File: src/rtl/rmcr_pkg.sv
// Purpose: constants for the runtime misc config slice
// Assumes: one 32-bit wishbone word per register
// Notes:   byte address is four times the index
package rmcr_pkg;
	// ----------------------------------------
	// register indices (byte addr = idx * 4)
	// ----------------------------------------
	localparam int unsigned ADR_W = 10;
	localparam logic [7:0] IDX_FIFO_COPY = 8'h20;
	localparam logic [7:0] IDX_EDGE      = 8'h21;
	localparam logic [7:0] IDX_FORCE_OFF = 8'h22;
	localparam logic [7:0] IDX_GPIO_CFG  = 8'h23;
	// ----------------------------------------
	// reset values and writable masks
	// ----------------------------------------
	localparam logic [7:0] RST_FIFO_COPY  = 8'h00;
	localparam logic [7:0] RST_EDGE       = 8'h00;
	localparam logic [7:0] RST_FORCE_OFF  = 8'h00;
	localparam logic [7:0] RST_GPIO_CFG   = 8'h01;
	localparam logic [7:0] MASK_FIFO_COPY = 8'hcf;
	localparam logic [7:0] MASK_EDGE      = 8'h0f;
	localparam logic [7:0] MASK_FORCE_OFF = 8'he9;
	localparam logic [7:0] MASK_GPIO_CFG  = 8'h87;
	// ----------------------------------------
	// field positions
	// ----------------------------------------
	localparam int EB_P2_SYS  = 0;
	localparam int EB_P6_SYS  = 1;
	localparam int EB_P2_WAKE = 2;
	localparam int EB_P6_WAKE = 3;
	localparam int FB_WP      = 0;
	localparam int FB_FLOPPY  = 3;
	localparam int FB_MIDI    = 5;
	localparam int FB_SERIAL  = 6;
	localparam int FB_PAR     = 7;
	localparam int GB_DIR     = 0;
	localparam int GB_POL     = 1;
	localparam int GB_ALT     = 2;
	localparam int GB_OD      = 7;
	// lock pin config code that arms the lock
	localparam logic [1:0] LOCK_CFG_ARMED = 2'h1;
endpackage : rmcr_pkg

File: src/rtl/rmcr_top.sv
// Purpose: runtime misc config registers, idx 0x20..0x23
// Assumes: classic wishbone slave, 125 MHz clk_i
// Notes:   all state in one struct, outputs from flops
// Function
// - read-only copy of serial fifo control
// - edge bit0 picks edges, pin2 sysint
// - edge bit1 picks edges, pin6 sysint
// - edge bit2 picks edges, pin2 wake
// - edge bit3 picks edges, pin6 wake
// - force-off bits override unit activate bits
// - force-off bit0 forces floppy write protect
// - write protect is OR of terms
// - force-off bits 2:1 read zero
// - bit3 disables floppy controller
// - bit5 disables midi serial unit
// - bit6 disables main serial port
// - bit7 disables parallel port
// - gpio cfg bit0: 1 input, 0 output
// - gpio cfg bit1 inverts both directions
// - gpio cfg bit2 routes pin to joystick
// - gpio cfg bit7 selects open drain
`timescale 1ns/1ps
`default_nettype none
module rmcr_top (
	// clock and reset
	input  wire logic                      clk_i,
	input  wire logic                      rst_i,
	// wishbone classic slave
	input  wire logic                      cyc_i,
	input  wire logic                      stb_i,
	input  wire logic                      we_i,
	input  wire logic [rmcr_pkg::ADR_W-1:0] adr_i,
	input  wire logic [3:0]                sel_i,
	input  wire logic [31:0]               dat_i,
	output logic      [31:0]               dat_o,
	output logic                           ack_o,
	// serial port fifo control write
	input  wire logic                      fcr_wr_i,
	input  wire logic [7:0]                fcr_data_i,
	// keyboard controller port pins
	input  wire logic                      kbc_port1_bit2_i,
	input  wire logic                      kbc_port1_bit6_i,
	// status set pulses
	output logic                           sysint_pin2_set_o,
	output logic                           sysint_pin6_set_o,
	output logic                           wake_pin2_set_o,
	output logic                           wake_pin6_set_o,
	// lock pin and its config field
	input  wire logic                      lock_control_pin_i,
	input  wire logic [1:0]                lock_pin_cfg_i,
	// unit activate bits and resulting enables
	input  wire logic                      floppy_act_i,
	input  wire logic                      midi_act_i,
	input  wire logic                      serial_act_i,
	input  wire logic                      parallel_act_i,
	output logic                           floppy_en_o,
	output logic                           midi_en_o,
	output logic                           serial_en_o,
	output logic                           parallel_en_o,
	// floppy write protect
	input  wire logic                      write_protect_n_i,
	input  wire logic                      drive_select0_n_i,
	input  wire logic                      drive_select1_n_i,
	input  wire logic                      force_wp_i,
	output logic                           floppy_wp_o,
	// first gpio pin
	input  wire logic                      gpio_pin_first_i,
	output logic                           gpio_pin_first_o,
	output logic                           gpio_pin_first_oe_o,
	input  wire logic                      gpio_out_val_i,
	output logic                           gpio_in_val_o,
	output logic                           joystick1_button1_o
);
	// ----------------------------------------
	// state
	// ----------------------------------------
	typedef struct packed {
		logic        ack;       // bus answer
		logic [31:0] rdata;     // read word
		logic [7:0]  fifo_copy; // fcr copy
		logic [7:0]  edge_sel;  // edge modes
		logic [7:0]  force_off; // unit force off
		logic [7:0]  gpio_cfg;  // pin config
		logic [2:0]  kb2;       // sync s1,s2,prev
		logic [2:0]  kb6;       // sync s1,s2,prev
		logic [1:0]  lock;      // lock pin sync
		logic [1:0]  wp;        // wp pin sync
		logic [1:0]  gpin;      // gpio pin sync
		logic [3:0]  ev;        // set pulses
		logic [3:0]  en;        // unit enables
		logic        wp_out;    // write protect
		logic        g_out;     // pin data
		logic        g_oe;      // pin enable
		logic        g_in;      // pin value
		logic        joy;       // joystick btn
	} rmcr_state_t;

	rmcr_state_t s_q; // registered state
	rmcr_state_t s_d; // next state

	// address decode, used for read and write
	function automatic logic hit(input logic [rmcr_pkg::ADR_W-1:0] a,
	                             input logic [7:0] idx);
		hit = (a[rmcr_pkg::ADR_W-1:2] == idx);
	endfunction : hit

	logic       req;    // new bus request
	logic       wr;     // write commit edge
	logic       locked; // force-off locked
	logic       f2;     // pin2 fell
	logic       r2;     // pin2 rose
	logic       f6;     // pin6 fell
	logic       r6;     // pin6 rose
	logic       drv;    // gpio drives
	logic       oval;   // gpio out level
	logic [7:0] rd;     // read byte

	// ----------------------------------------
	// next-state logic
	// ----------------------------------------
	always_comb begin
		s_d = s_q;
		// pin synchronisers, s1 feeds s2 only
		s_d.kb2  = {s_q.kb2[1], s_q.kb2[0], kbc_port1_bit2_i};
		s_d.kb6  = {s_q.kb6[1], s_q.kb6[0], kbc_port1_bit6_i};
		s_d.lock = {s_q.lock[0], lock_control_pin_i};
		s_d.wp   = {s_q.wp[0], write_protect_n_i};
		s_d.gpin = {s_q.gpin[0], gpio_pin_first_i};
		// edges from s2 against previous s2
		f2 = s_q.kb2[2] & ~s_q.kb2[1];
		r2 = ~s_q.kb2[2] & s_q.kb2[1];
		f6 = s_q.kb6[2] & ~s_q.kb6[1];
		r6 = ~s_q.kb6[2] & s_q.kb6[1];
		// falling always sets, rising only in both mode
		s_d.ev[0] = f2 | (r2 & s_q.edge_sel[rmcr_pkg::EB_P2_SYS]);
		s_d.ev[1] = f6 | (r6 & s_q.edge_sel[rmcr_pkg::EB_P6_SYS]);
		s_d.ev[2] = f2 | (r2 & s_q.edge_sel[rmcr_pkg::EB_P2_WAKE]);
		s_d.ev[3] = f6 | (r6 & s_q.edge_sel[rmcr_pkg::EB_P6_WAKE]);

		// bus: one wait state, ack drops after one cycle
		req       = cyc_i & stb_i & ~s_q.ack;
		s_d.ack   = req;
		wr        = cyc_i & stb_i & we_i & s_q.ack & sel_i[0];
		// lock armed when cfg is 01 and pin high
		locked    = (lock_pin_cfg_i == rmcr_pkg::LOCK_CFG_ARMED) & s_q.lock[1];

		// read mux, unmapped reads zero
		rd = 8'h00;
		if (hit(adr_i, rmcr_pkg::IDX_FIFO_COPY)) begin
			rd = s_q.fifo_copy;
		end else if (hit(adr_i, rmcr_pkg::IDX_EDGE)) begin
			rd = s_q.edge_sel;
		end else if (hit(adr_i, rmcr_pkg::IDX_FORCE_OFF)) begin
			rd = s_q.force_off;
		end else if (hit(adr_i, rmcr_pkg::IDX_GPIO_CFG)) begin
			rd = s_q.gpio_cfg;
		end
		s_d.rdata = req ? {24'h000000, rd} : 32'h00000000;

		// register writes, reserved bits stay zero
		if (wr && hit(adr_i, rmcr_pkg::IDX_EDGE)) begin
			s_d.edge_sel = dat_i[7:0] & rmcr_pkg::MASK_EDGE;
		end
		if (wr && !locked && hit(adr_i, rmcr_pkg::IDX_FORCE_OFF)) begin
			s_d.force_off = dat_i[7:0] & rmcr_pkg::MASK_FORCE_OFF;
		end
		if (wr && hit(adr_i, rmcr_pkg::IDX_GPIO_CFG)) begin
			s_d.gpio_cfg = dat_i[7:0] & rmcr_pkg::MASK_GPIO_CFG;
		end
		// copy follows serial port, bus writes ignored
		if (fcr_wr_i) begin
			s_d.fifo_copy = fcr_data_i & rmcr_pkg::MASK_FIFO_COPY;
		end

		// force-off overrides activate bits
		s_d.en[0] = floppy_act_i & ~s_q.force_off[rmcr_pkg::FB_FLOPPY];
		s_d.en[1] = midi_act_i & ~s_q.force_off[rmcr_pkg::FB_MIDI];
		s_d.en[2] = serial_act_i & ~s_q.force_off[rmcr_pkg::FB_SERIAL];
		s_d.en[3] = parallel_act_i & ~s_q.force_off[rmcr_pkg::FB_PAR];

		// write protect, active high
		s_d.wp_out = s_q.force_off[rmcr_pkg::FB_WP]
		           | ~s_q.wp[1]
		           | (~drive_select0_n_i & force_wp_i)
		           | (~drive_select1_n_i & force_wp_i);

		// gpio: polarity applies in both directions
		s_d.g_in = s_q.gpin[1] ^ s_q.gpio_cfg[rmcr_pkg::GB_POL];
		s_d.joy  = s_q.gpio_cfg[rmcr_pkg::GB_ALT] & s_d.g_in;
		// drive only as output in gpio function
		drv  = ~s_q.gpio_cfg[rmcr_pkg::GB_DIR] & ~s_q.gpio_cfg[rmcr_pkg::GB_ALT];
		oval = gpio_out_val_i ^ s_q.gpio_cfg[rmcr_pkg::GB_POL];
		if (s_q.gpio_cfg[rmcr_pkg::GB_OD]) begin
			// open drain: pull low only
			s_d.g_out = 1'b0;
			s_d.g_oe  = drv & ~oval;
		end else begin
			// push-pull
			s_d.g_out = oval;
			s_d.g_oe  = drv;
		end
	end

	// ----------------------------------------
	// state register
	// ----------------------------------------
	always_ff @(posedge clk_i) begin
		if (rst_i) begin
			s_q           <= '0;
			s_q.fifo_copy <= rmcr_pkg::RST_FIFO_COPY;
			s_q.edge_sel  <= rmcr_pkg::RST_EDGE;
			s_q.force_off <= rmcr_pkg::RST_FORCE_OFF;
			s_q.gpio_cfg  <= rmcr_pkg::RST_GPIO_CFG;
			s_q.kb2       <= 3'h7;
			s_q.kb6       <= 3'h7;
			s_q.wp        <= 2'h3;
		end else begin
			s_q <= s_d;
		end
	end

	// ----------------------------------------
	// outputs
	// ----------------------------------------
	assign dat_o               = s_q.rdata;
	assign ack_o               = s_q.ack;
	assign sysint_pin2_set_o   = s_q.ev[0];
	assign sysint_pin6_set_o   = s_q.ev[1];
	assign wake_pin2_set_o     = s_q.ev[2];
	assign wake_pin6_set_o     = s_q.ev[3];
	assign floppy_en_o         = s_q.en[0];
	assign midi_en_o           = s_q.en[1];
	assign serial_en_o         = s_q.en[2];
	assign parallel_en_o       = s_q.en[3];
	assign floppy_wp_o         = s_q.wp_out;
	assign gpio_pin_first_o    = s_q.g_out;
	assign gpio_pin_first_oe_o = s_q.g_oe;
	assign gpio_in_val_o       = s_q.g_in;
	assign joystick1_button1_o = s_q.joy;

	// ----------------------------------------
	// assertions
	// ----------------------------------------
	// copy takes fcr value on the next edge
	property p_copy_follow;
		@(posedge clk_i) disable iff (rst_i)
		fcr_wr_i |=> s_q.fifo_copy == ($past(fcr_data_i) & rmcr_pkg::MASK_FIFO_COPY);
	endproperty
	a_copy_follow: assert property (p_copy_follow) else $error("fifo copy missed update");

	// bus writes never touch the copy
	property p_copy_ro;
		@(posedge clk_i) disable iff (rst_i)
		!fcr_wr_i |=> $stable(s_q.fifo_copy);
	endproperty
	a_copy_ro: assert property (p_copy_ro) else $error("fifo copy changed by bus");

	// falling pin2 always sets sysint pulse
	property p_p2_fall;
		@(posedge clk_i) disable iff (rst_i)
		$fell(s_q.kb2[1]) |=> sysint_pin2_set_o;
	endproperty
	a_p2_fall: assert property (p_p2_fall) else $error("pin2 fall lost");

	// rising pin6 with both mode sets sysint
	property p_p6_both;
		@(posedge clk_i) disable iff (rst_i)
		($rose(s_q.kb6[1]) && s_q.edge_sel[rmcr_pkg::EB_P6_SYS]) |=> sysint_pin6_set_o;
	endproperty
	a_p6_both: assert property (p_p6_both) else $error("pin6 rise lost");

	// rising pin2 in fall mode leaves wake quiet
	property p_p2_wake_rise;
		@(posedge clk_i) disable iff (rst_i)
		($rose(s_q.kb2[1]) && !s_q.edge_sel[rmcr_pkg::EB_P2_WAKE]) |=> !wake_pin2_set_o;
	endproperty
	a_p2_wake_rise: assert property (p_p2_wake_rise) else $error("pin2 wake on rise");

	// pin6 wake pulse only after a pin6 edge
	property p_p6_wake_cause;
		@(posedge clk_i) disable iff (rst_i)
		wake_pin6_set_o |-> $past(s_q.kb6[2], 1) != $past(s_q.kb6[1], 1);
	endproperty
	a_p6_wake_cause: assert property (p_p6_wake_cause) else $error("pin6 wake no edge");

	// serial force-off keeps port disabled
	property p_serial_off;
		@(posedge clk_i) disable iff (rst_i)
		s_q.force_off[rmcr_pkg::FB_SERIAL] |=> !serial_en_o;
	endproperty
	a_serial_off: assert property (p_serial_off) else $error("serial not forced off");

	// parallel follows activate when not forced
	property p_par_follow;
		@(posedge clk_i) disable iff (rst_i)
		!s_q.force_off[rmcr_pkg::FB_PAR] |=> parallel_en_o == $past(parallel_act_i);
	endproperty
	a_par_follow: assert property (p_par_follow) else $error("parallel ignores activate");

	// forced write protect wins over pin
	property p_wp_force;
		@(posedge clk_i) disable iff (rst_i)
		s_q.force_off[rmcr_pkg::FB_WP] |=> floppy_wp_o;
	endproperty
	a_wp_force: assert property (p_wp_force) else $error("write protect not forced");

	// reserved force-off bits 2:1 stay zero
	property p_rsvd_zero;
		@(posedge clk_i) disable iff (rst_i)
		s_q.force_off[2:1] == 2'h0;
	endproperty
	a_rsvd_zero: assert property (p_rsvd_zero) else $error("reserved bits set");

	// locked register ignores writes
	property p_locked;
		@(posedge clk_i) disable iff (rst_i)
		(wr && locked && hit(adr_i, rmcr_pkg::IDX_FORCE_OFF)) |=> $stable(s_q.force_off);
	endproperty
	a_locked: assert property (p_locked) else $error("locked register written");

	// input direction never drives the pin
	property p_gpio_in;
		@(posedge clk_i) disable iff (rst_i)
		s_q.gpio_cfg[rmcr_pkg::GB_DIR] |=> !gpio_pin_first_oe_o;
	endproperty
	a_gpio_in: assert property (p_gpio_in) else $error("input pin driven");

	// floppy force-off keeps controller disabled
	property p_floppy_off;
		@(posedge clk_i) disable iff (rst_i)
		s_q.force_off[rmcr_pkg::FB_FLOPPY] |=> !floppy_en_o;
	endproperty
	a_floppy_off: assert property (p_floppy_off) else $error("floppy not forced off");

	// midi force-off keeps unit disabled
	property p_midi_off;
		@(posedge clk_i) disable iff (rst_i)
		s_q.force_off[rmcr_pkg::FB_MIDI] |=> !midi_en_o;
	endproperty
	a_midi_off: assert property (p_midi_off) else $error("midi not forced off");

	// floppy follows activate when not forced
	property p_unit_follow;
		@(posedge clk_i) disable iff (rst_i)
		!s_q.force_off[rmcr_pkg::FB_FLOPPY] |=> floppy_en_o == $past(floppy_act_i);
	endproperty
	a_unit_follow: assert property (p_unit_follow) else $error("floppy ignores activate");

	// second drive select with forced bit protects
	property p_wp_ds1;
		@(posedge clk_i) disable iff (rst_i)
		(!drive_select1_n_i && force_wp_i) |=> floppy_wp_o;
	endproperty
	a_wp_ds1: assert property (p_wp_ds1) else $error("drive1 forced wp lost");

	// open drain never drives the pin high
	property p_od_low;
		@(posedge clk_i) disable iff (rst_i)
		s_q.gpio_cfg[rmcr_pkg::GB_OD] |=> !gpio_pin_first_o;
	endproperty
	a_od_low: assert property (p_od_low) else $error("open drain drives high");

	// joystick button quiet in gpio function
	property p_joy_off;
		@(posedge clk_i) disable iff (rst_i)
		!s_q.gpio_cfg[rmcr_pkg::GB_ALT] |=> !joystick1_button1_o;
	endproperty
	a_joy_off: assert property (p_joy_off) else $error("joystick active in gpio mode");

	// reserved edge-select bits stay zero
	property p_edge_rsvd;
		@(posedge clk_i) disable iff (rst_i)
		s_q.edge_sel[7:4] == 4'h0;
	endproperty
	a_edge_rsvd: assert property (p_edge_rsvd) else $error("edge reserved bits set");
endmodule : rmcr_top
`default_nettype wire

File: config.mk
export PLATFORM = sky130hd
export DESIGN_NAME = rmcr_top
export DESIGN_NICKNAME = d
export VERILOG_FILES = /design/src/rtl/rmcr_pkg.sv /design/src/rtl/rmcr_top.sv
export SDC_FILE = /design/constraint.sdc
export NUM_CORES = 1
export LEC_CHECK = 0
export BUFFER_PORTS_ARGS = -buffer_cell sky130_fd_sc_hd__buf_2
export CAP_MARGIN = 30
export CORE_ASPECT_RATIO = 1.2
export CORE_MARGIN = 8
export CORE_UTILIZATION = 42
export CTS_CLUSTER_DIAMETER = 50
export CTS_CLUSTER_SIZE = 30
export DETAILED_ROUTE_END_ITERATION = 16
export PLACE_DENSITY_LB_ADDON = 0.2
export RECOVER_POWER = 25
export SLEW_MARGIN = 20
export SYNTH_ARGS = -nofsm -noshare
export SYNTH_HDL_FRONTEND = slang
export SYNTH_SLANG_ARGS = --single-unit
File: constraint.sdc
create_clock -name clk_i -period 2.5 [get_ports clk_i]
set_clock_uncertainty 0.1 [all_clocks]
set_input_delay 0.5 -clock clk_i [delete_from_list [all_inputs] [get_ports clk_i]]
set_output_delay 0.5 -clock clk_i [all_outputs]
set_load 0.02 [all_outputs]
== Word level (Yosys, flattened, before mapping) ==
Cells that the tools add are included.
Widths: inputs -> output; s select.

* Register bits: 77
* Input port bits: 75
* Output and inout port bits: 46
* Logic and storage cells: 84

* Equality and inequality tests: 5
* Multiplexer cells: 5
* Bitwise gates (word level): 48
* Reductions and logical operators: 7

{| class="wikitable"
|+ Operators with widths
! kind !! count
|-
| $eq 8x6->1 const B || 4
|-
| $mux 8 || 4
|-
| $and 1x1->1 || 23
|-
| $not 1->1 || 16
|-
| $or 1x1->1 || 7
|-
| $logic_and 1x1->1 || 4
|-
| $reduce_or 2->1 || 2
|-
| $eq 2x1->1 const B || 1
|-
| $xor 1x1->1 || 2
|-
| $logic_not 1->1 || 1
|-
| $mux 1 || 1
|}

== Longest topological paths before layout ==
Gate-level depths: netlist of the first run.

* Depth in word-level cells: 6
* Depth in mapped cells: 5
* Gate-level depth less buffers: 4

== Worst setup path after synthesis of the first run ==
Ideal clock, no wire load.

* Path type: input to register
* From: input adr_i[6] in the netlist's numbering
* To: register s_q[41] in the netlist's numbering
* Setup time: 0.120 ns
* Data arrival time: 1.596 ns
* Data required time: 2.280 ns
* Setup slack: 0.684 ns
* Cell stages on the path: 5
* Buffers on the path: 1
* Cells stage by stage: nor4b_4 -> nand4_4 -> or3b_1 -> clkbuf_2 -> mux2i_1

* Longest elaborated chain between the ends: 2

{| class="wikitable"
|+ RTL lines
! what !! line !! text
|-
| start, declared || rmcr_top.sv:32 || <nowiki>input wire logic [rmcr_pkg::ADR_W-1:0] adr_i,</nowiki>
|-
| $eq 8x6->1 || rmcr_top.sv:104 || <nowiki>hit = (a[rmcr_pkg::ADR_W-1:2] == idx);</nowiki>
|-
| $logic_and 1x1->1 || rmcr_top.sv:161 || <nowiki>if (wr && hit(adr_i, rmcr_pkg::IDX_EDGE)) begin</nowiki>
|-
| end, declared || rmcr_top.sv:98 || <nowiki>rmcr_state_t s_q;</nowiki>
|}

Every way passes these cells.
A chain may end at the register's enable or synchronous reset.

==> results of run 1 <==
## per-stage QoR
step	total power [uW]	cell area (um2)	hold slack (ns)	util, %	instances
CTS	1687	2481	0.2547	50.23	331
global placement	1026	2352	0.2925	47.62	324
global route	1740	2480	0.2516	50.20	331
floorplan	1005	2230	0.2895	-	241
detailed placement	1028	2352	0.2945	47.62	324
finish	1667	2480	0.2674	50.20	331
## placed cells by master (no fill, tap or decap), types with 3 or more instances in the layout
master / instances
nor2b_1: 9
mux2i_1: 19
nand2b_1: 16
or2_2: 8
buf_2: 62
nand2_1: 10
conb_1: 25
o21ai_0: 3
dfxtp_1: 52
a31oi_1: 3
a21oi_1: 6
inv_1: 4
clkbuf_8: 5
nor3b_1: 4
nor3_1: 3
nor2_1: 20
## power groups by stage
stage	Clock, uW	Sequential [uW]	Combinational [uW]
global route	713	859	168
global placement	0	875	151
detailed placement	0	876	152
CTS	678	857	153
floorplan	0	886	119
finish	659	856	152
## worst max-delay path: stages
cell and delay (ns):
clkbuf_1 0.81, buf_4 0.39, nand2b_1 0.16, mux2i_1 0.07
## layer usage
metal	vias up	GRT usage [%]
met5	-	0
met4	0	5.373
met3	5	4.598
met2	46	19.62
met1	666	11.63
li1	759	-
## final cells by class
class	instances	area, um2	area share, %
Clock buffer	5	68.82	2.775
Clock inverter	2	60.06	2.422
Inverter	4	15.01	0.6054
Multi-Input combinational cell	144	898.4	36.23
Sequential cell	52	1041	41.98
Tap cell	60	75.07	3.027
Timing Repair Buffer	64	321.6	12.97
## worst max path at each step
| stage | endpoint | slack, ns |
|---|---|---|
| after floorplan | s_q[41] | 0.68 |
| after global placement | s_q[42] | 0.47 |
| after detailed placement | s_q[43] | 0.46 |
| after CTS | s_q[41] | 0.80 |
| after global routing | joystick1_button1_o | 0.47 |
| final | s_q[32] | 0.64 |
## logic make-up (layout without fill, tap and decap cells)
group | Yosys count | in the layout | synth area share, %
compound gates | 15 | 15 | 4.035
xor+xnor | 2 | 2 | 0.8189
buf+inv | 45 | 75 | 13.57
flops | 52 | 52 | 48.66
mux | 22 | 22 | 10.99
other cells | 1 | 25 | 0.1753
simple gates | 80 | 80 | 21.75
==> flow_summary.toml, run 1 <==
[run_status]
status = "finished, final reports clean"

[run]
cap_violations = 0

[yosys]
synthCells = 217
synth.avg_cell_area_um2 = 9.860
yosys_register_bits = 52
ys.flop_type = "dfxtp_1"
yosys_warnings = 0
ys_top_cells_by_area = "dfxtp_1, buf_4, mux2i_1, nand2b_1, nor2_1"
yosysMostFrequentCell = "dfxtp_1"
yosysTopAreaCell = "dfxtp_1"
netlist.area_leader.share_pct = 48.65
synth_cell_types = 31
seq_area_frac_synth_pct = 48.65
synth-edff-count = 0
async_flop_share_pct = 0
ys_top_cells_by_count = "dfxtp_1, buf_4, nor2_1"
syn_area_um2 = 2140

[detailed_routing]
routed.top_layer = "met4"
wire_per_inst_um = 12.93
wl_met3_um = 346
drt_wl_total_mm = 4.280
route.detailed.drc = 0
antenna_left = 0
viasPerCell = 4.459
firstDrtPassIters = 4
drt_iter0_drc = 89
wl_met2_mm = 2.149
vias = 1476
met1Wirelength_mm = 1.709

[worst_setup_path]
path_max_fanout = 31
rr_worst_depth = 4
worstReg2RegEnd = "s_q[42]"
ff2ff_setup_slack_ns = 0.90
worst_ep_required_time_ns = 2.58
worstSetupPathType = "in2reg"
worstSetupStartpoint = "rst_i"
worstReg2RegStart = "ack_o"
startpoint_type = "input port"
crit_path_end_kind = "register"
critPathArrivalTime_ns = 1.94

[floorplanning]
start_util_pct = 43.31
die-area_um2 = 7644
ios = 121
row_count = 28
core_um2 = 4940
dieWidth_um = 81.16
die_h_um = 94.19

[hold_path]
hold_path_end = "s_d[20]"
hold_path_depth = 2
min-delay-start = "kbc_port1_bit6_i"
hp-class = "in2reg"

[sta]
finalSetupViolations = 0
timing_hold_violations_final = 0
worstMarginPinSlew_ns = 1.139
slew_violations = 0
rsz0062_at_grt = "no"
fin_tns_setup_ns = 0
slew_headroom_pct = 24.04
layout_setup_ws_ns = 0.6379
period_needed_ns = 1.862
fmax_mhz = 537.0
fin_crit_sh_pct = 74.48

[clocking]
cts_resized = 0
clockBufferDepth = 2
clkLatencyLatePin_ns = 0.31
clock-root-buffer = "clkbuf_8"
postCtsSetupRepairBufs = 0
cts_buffers = 5
cts_tree = "built"
cts_sinks = 52
htree_num_levels = 2
hold_buffers = 0
cts.clk_slew.worst_paths_ns = 0.09

[pwr]
power_frac_clock_pct = 39.5
p_leak_uw = 0.001137
power_density_nw_per_um2 = 672.2
vdd_ir_drop_max_mv = 0.2957
p_int_uw = 1302
p_switching_uw = 365.3
switching_share_pct = 21.91
p_comb_share_pct = 9.1
pwr-share-seq_pct = 51.4

[final_layout]
fill_cells = 485
largest-register = "s_q"
largest_reg_flops = 24
final_nets = 346
n_antenna_cell = 0
syn2layout_area_growth_pct = 15.91
layout-drive-gt1-share_pct = 31.37

[global_route]
antenna_found_initial = 0
grt-ovfl-total = 0
track_usage_pct = 11.39
grt_pass1_wl_mm = 6.713
grt_start_max_net_pins = 32
first_global_vias = 1511

[place]
port_buffers = 63
gp_congestion = 0.7038
dp_hpwl_mm = 3.330
pre_cts_ws_ns = 0.4609
(Power assumes the default switching activity.)
==> run 2, diff against run 1 <==
--- a/config.mk
+++ b/config.mk
@@ -5,11 +5,12 @@
 export SDC_FILE = /design/constraint.sdc
 export NUM_CORES = 1
 export LEC_CHECK = 0
+export ABC_AREA = 1
 export BUFFER_PORTS_ARGS = -buffer_cell sky130_fd_sc_hd__buf_2
 export CAP_MARGIN = 30
 export CORE_ASPECT_RATIO = 1.2
 export CORE_MARGIN = 8
-export CORE_UTILIZATION = 42
+export CORE_UTILIZATION = 40
 export CTS_CLUSTER_DIAMETER = 50
 export CTS_CLUSTER_SIZE = 30
 export DETAILED_ROUTE_END_ITERATION = 16
==> constraint.sdc (replaced) <==
create_clock -name clk_i -period 1.6 [get_ports clk_i]
set_clock_uncertainty 0.1 [all_clocks]
set_input_delay 0.32 -clock clk_i [delete_from_list [all_inputs] [get_ports clk_i]]
set_output_delay 0.32 -clock clk_i [all_outputs]
set_load 0.02 [all_outputs]
==> flow_summary.toml, run 2 <==
[clocking]
clock-root-buffer = "clkbuf_8"
htree_num_levels = 2
hold_buffers = 0
clockBufferDepth = 2
cts_buffers = 5
cts_sinks = 52
cts_resized = 0
clkLatencyLatePin_ns = 0.30
postCtsSetupRepairBufs = 0
cts_tree = "built"
cts.clk_slew.worst_paths_ns = 0.08

[hold_path]
min-delay-start = "write_protect_n_i"
hold_path_end = "s_d[16]"
hp-class = "in2reg"
hold_path_depth = 2

[detailed_routing]
drt_iter0_drc = 55
wire_per_inst_um = 11.48
drt_wl_total_mm = 4.788
antenna_left = 0
route.detailed.drc = 0
firstDrtPassIters = 4
viasPerCell = 4.374
vias = 1824

[yosys]
synth.avg_cell_area_um2 = 7.769
seq_area_frac_synth_pct = 45.89
ys_top_cells_by_area = "dfxtp_1, buf_4, nand2_1, nand3_1, inv_1"
yosys_warnings = 0
synth_cell_types = 24
ys_top_cells_by_count = "dfxtp_1, nand2_1, inv_1"
yosysTopAreaCell = "dfxtp_1"
synth-edff-count = 0
synthCells = 292
yosys_register_bits = 52
ys.flop_type = "dfxtp_1"
syn_area_um2 = 2268
async_flop_share_pct = 0
netlist.area_leader.share_pct = 45.89

[floorplanning]
die-area_um2 = 8347
ios = 121
die_h_um = 98.50
row_count = 30
start_util_pct = 40.83
dieWidth_um = 84.75
core_um2 = 5555

[pwr]
p_total_uw = 2370
p_leak_uw = 0.001351
pwr-share-seq_pct = 56.6
p_switching_uw = 572.0
vdd_ir_drop_max_mv = 0.4223
power_frac_clock_pct = 32.9
power_density_nw_per_um2 = 906.2
p_comb_share_pct = 10.5
p_int_uw = 1798
switching_share_pct = 24.14

[final_layout]
syn2layout_area_growth_pct = 15.28
largest-register = "s_q"
final_nets = 428
n_antenna_cell = 0
layout_commonest_cell = "buf_2"
largest_reg_flops = 24
layout-drive-gt1-share_pct = 26.35
final_cell_mix = "buf_2, nand2_1, dfxtp_1"
final_core_util_pct = 47.07

[sta]
rsz0062_at_grt = "no"
fin_tns_setup_ns = 0
layout_setup_ws_ns = 0.2892
timing_hold_violations_final = 0
slew_violations = 0
finalSetupViolations = 0
worstMarginPinSlew_ns = 0.5153
fmax_mhz = 762.9
period_needed_ns = 1.311
fin_crit_sh_pct = 81.93
slew_headroom_pct = 65.65

[global_route]
antenna_found_initial = 0
grt_start_max_net_pins = 21
first_global_vias = 1825
grt_pass1_wl_mm = 7.893
grt-ovfl-total = 0
track_usage_pct = 11.77

[place]
pre_cts_ws_ns = 0.2090
port_buffers = 63
dp_hpwl_mm = 3.886
gp_congestion = 0.8332

[worst_setup_path]
critPathMaxStageDelay_ns = 0.40
crit_chain = "buf_2"
rr_worst_depth = 7
cp.depth = 1
worstReg2RegStart = "ack_o"
startpoint_type = "register"
worstReg2RegEnd = "s_q[25]"
crit_path_end_kind = "primary output"
worst_ep_required_time_ns = 1.18
crit_family = "flip-flops"
path_buf_inv = 1
cp_slowest_cell = "dfxtp_1"
ff2ff_setup_slack_ns = 0.31
critPathArrivalTime_ns = 0.89
path_max_fanout = 3
worstSetupPathType = "reg2out"

[run]
cap_violations = 0

[run_status]
status = "finished, final reports clean"
run 2: cell count changes in the layout (fill, tap and decap cells not counted), moves of 9 or more:
cell / previous run / this run
nand2_1: 10 / 52
inv_1: 4 / 34
nand3_1: 1 / 28
mux2i_1: 19 / 0
nand2b_1: 16 / 0
nor2_1: 20 / 33
a21oi_1: 6 / 18
nor2b_1: 9 / 0
run 2: worst max-delay path by stage:
stage | startpoint | end | slack (ns)
2_1_floorplan | ack_o | s_q[26] | 0.32
3_3_place_gp | adr_i[9] | s_q[25] | 0.23
3_5_place_dp | adr_i[9] | s_q[25] | 0.21
4_1_cts | ack_o | ack_o | 0.27
5_1_grt | ack_o | s_q[25] | 0.15
6_report | ack_o | ack_o | 0.29
run 2: final cells by class:
class,instances,area (um2)
Fill cell,577,2940
Clock buffer,7,96.34
Inverter,38,142.6
Tap cell,64,80.08
Multi-Input combinational cell,190,913.4
Sequential cell,52,1041
Timing Repair Buffer,66,341.6
run 2: through the flow:
stage / instance area [um2] / instances / hold WS (ns)
after floorplan: 2359 / 316 / 0.2883
after global placement: 2527 / 410 / 0.2909
after detailed placement: 2527 / 410 / 0.2917
after CTS: 2624 / 417 / 0.08529
after global routing: 2615 / 417 / 0.08593
final: 2615 / 417 / 0.09919
run 2: power groups by stage:
stage               Sequential (uW)  Clock, uW  Combinational [uW]
detailed placement             1370          0                 253
global route                   1350        872                 276
floorplan                      1390          0                 187
CTS                            1340        809                 254
global placement               1370          0                 250
finish                         1340        778                 250
run 2: logic make-up (layout without fill, tap and decap cells):
logic type,Yosys count,after routing,synth area share [%]
DFF,52,52,45.89
other,1,25,0.1653
xor gates and xnor gates,2,2,0.7723
AOI/OAI and AO/OA,27,27,6.012
and+or+nand+nor,136,136,29.34
buffers and inverters,74,111,17.82
run 2: metal layers:
layer	track usage [%]	wire length (um)	vias to the layer above
li1	-	-	964
met1	12.23	1966	801
met2	19.85	2350	50
met3	5.246	372	9
met4	5.495	99	0
met5	0	0	-
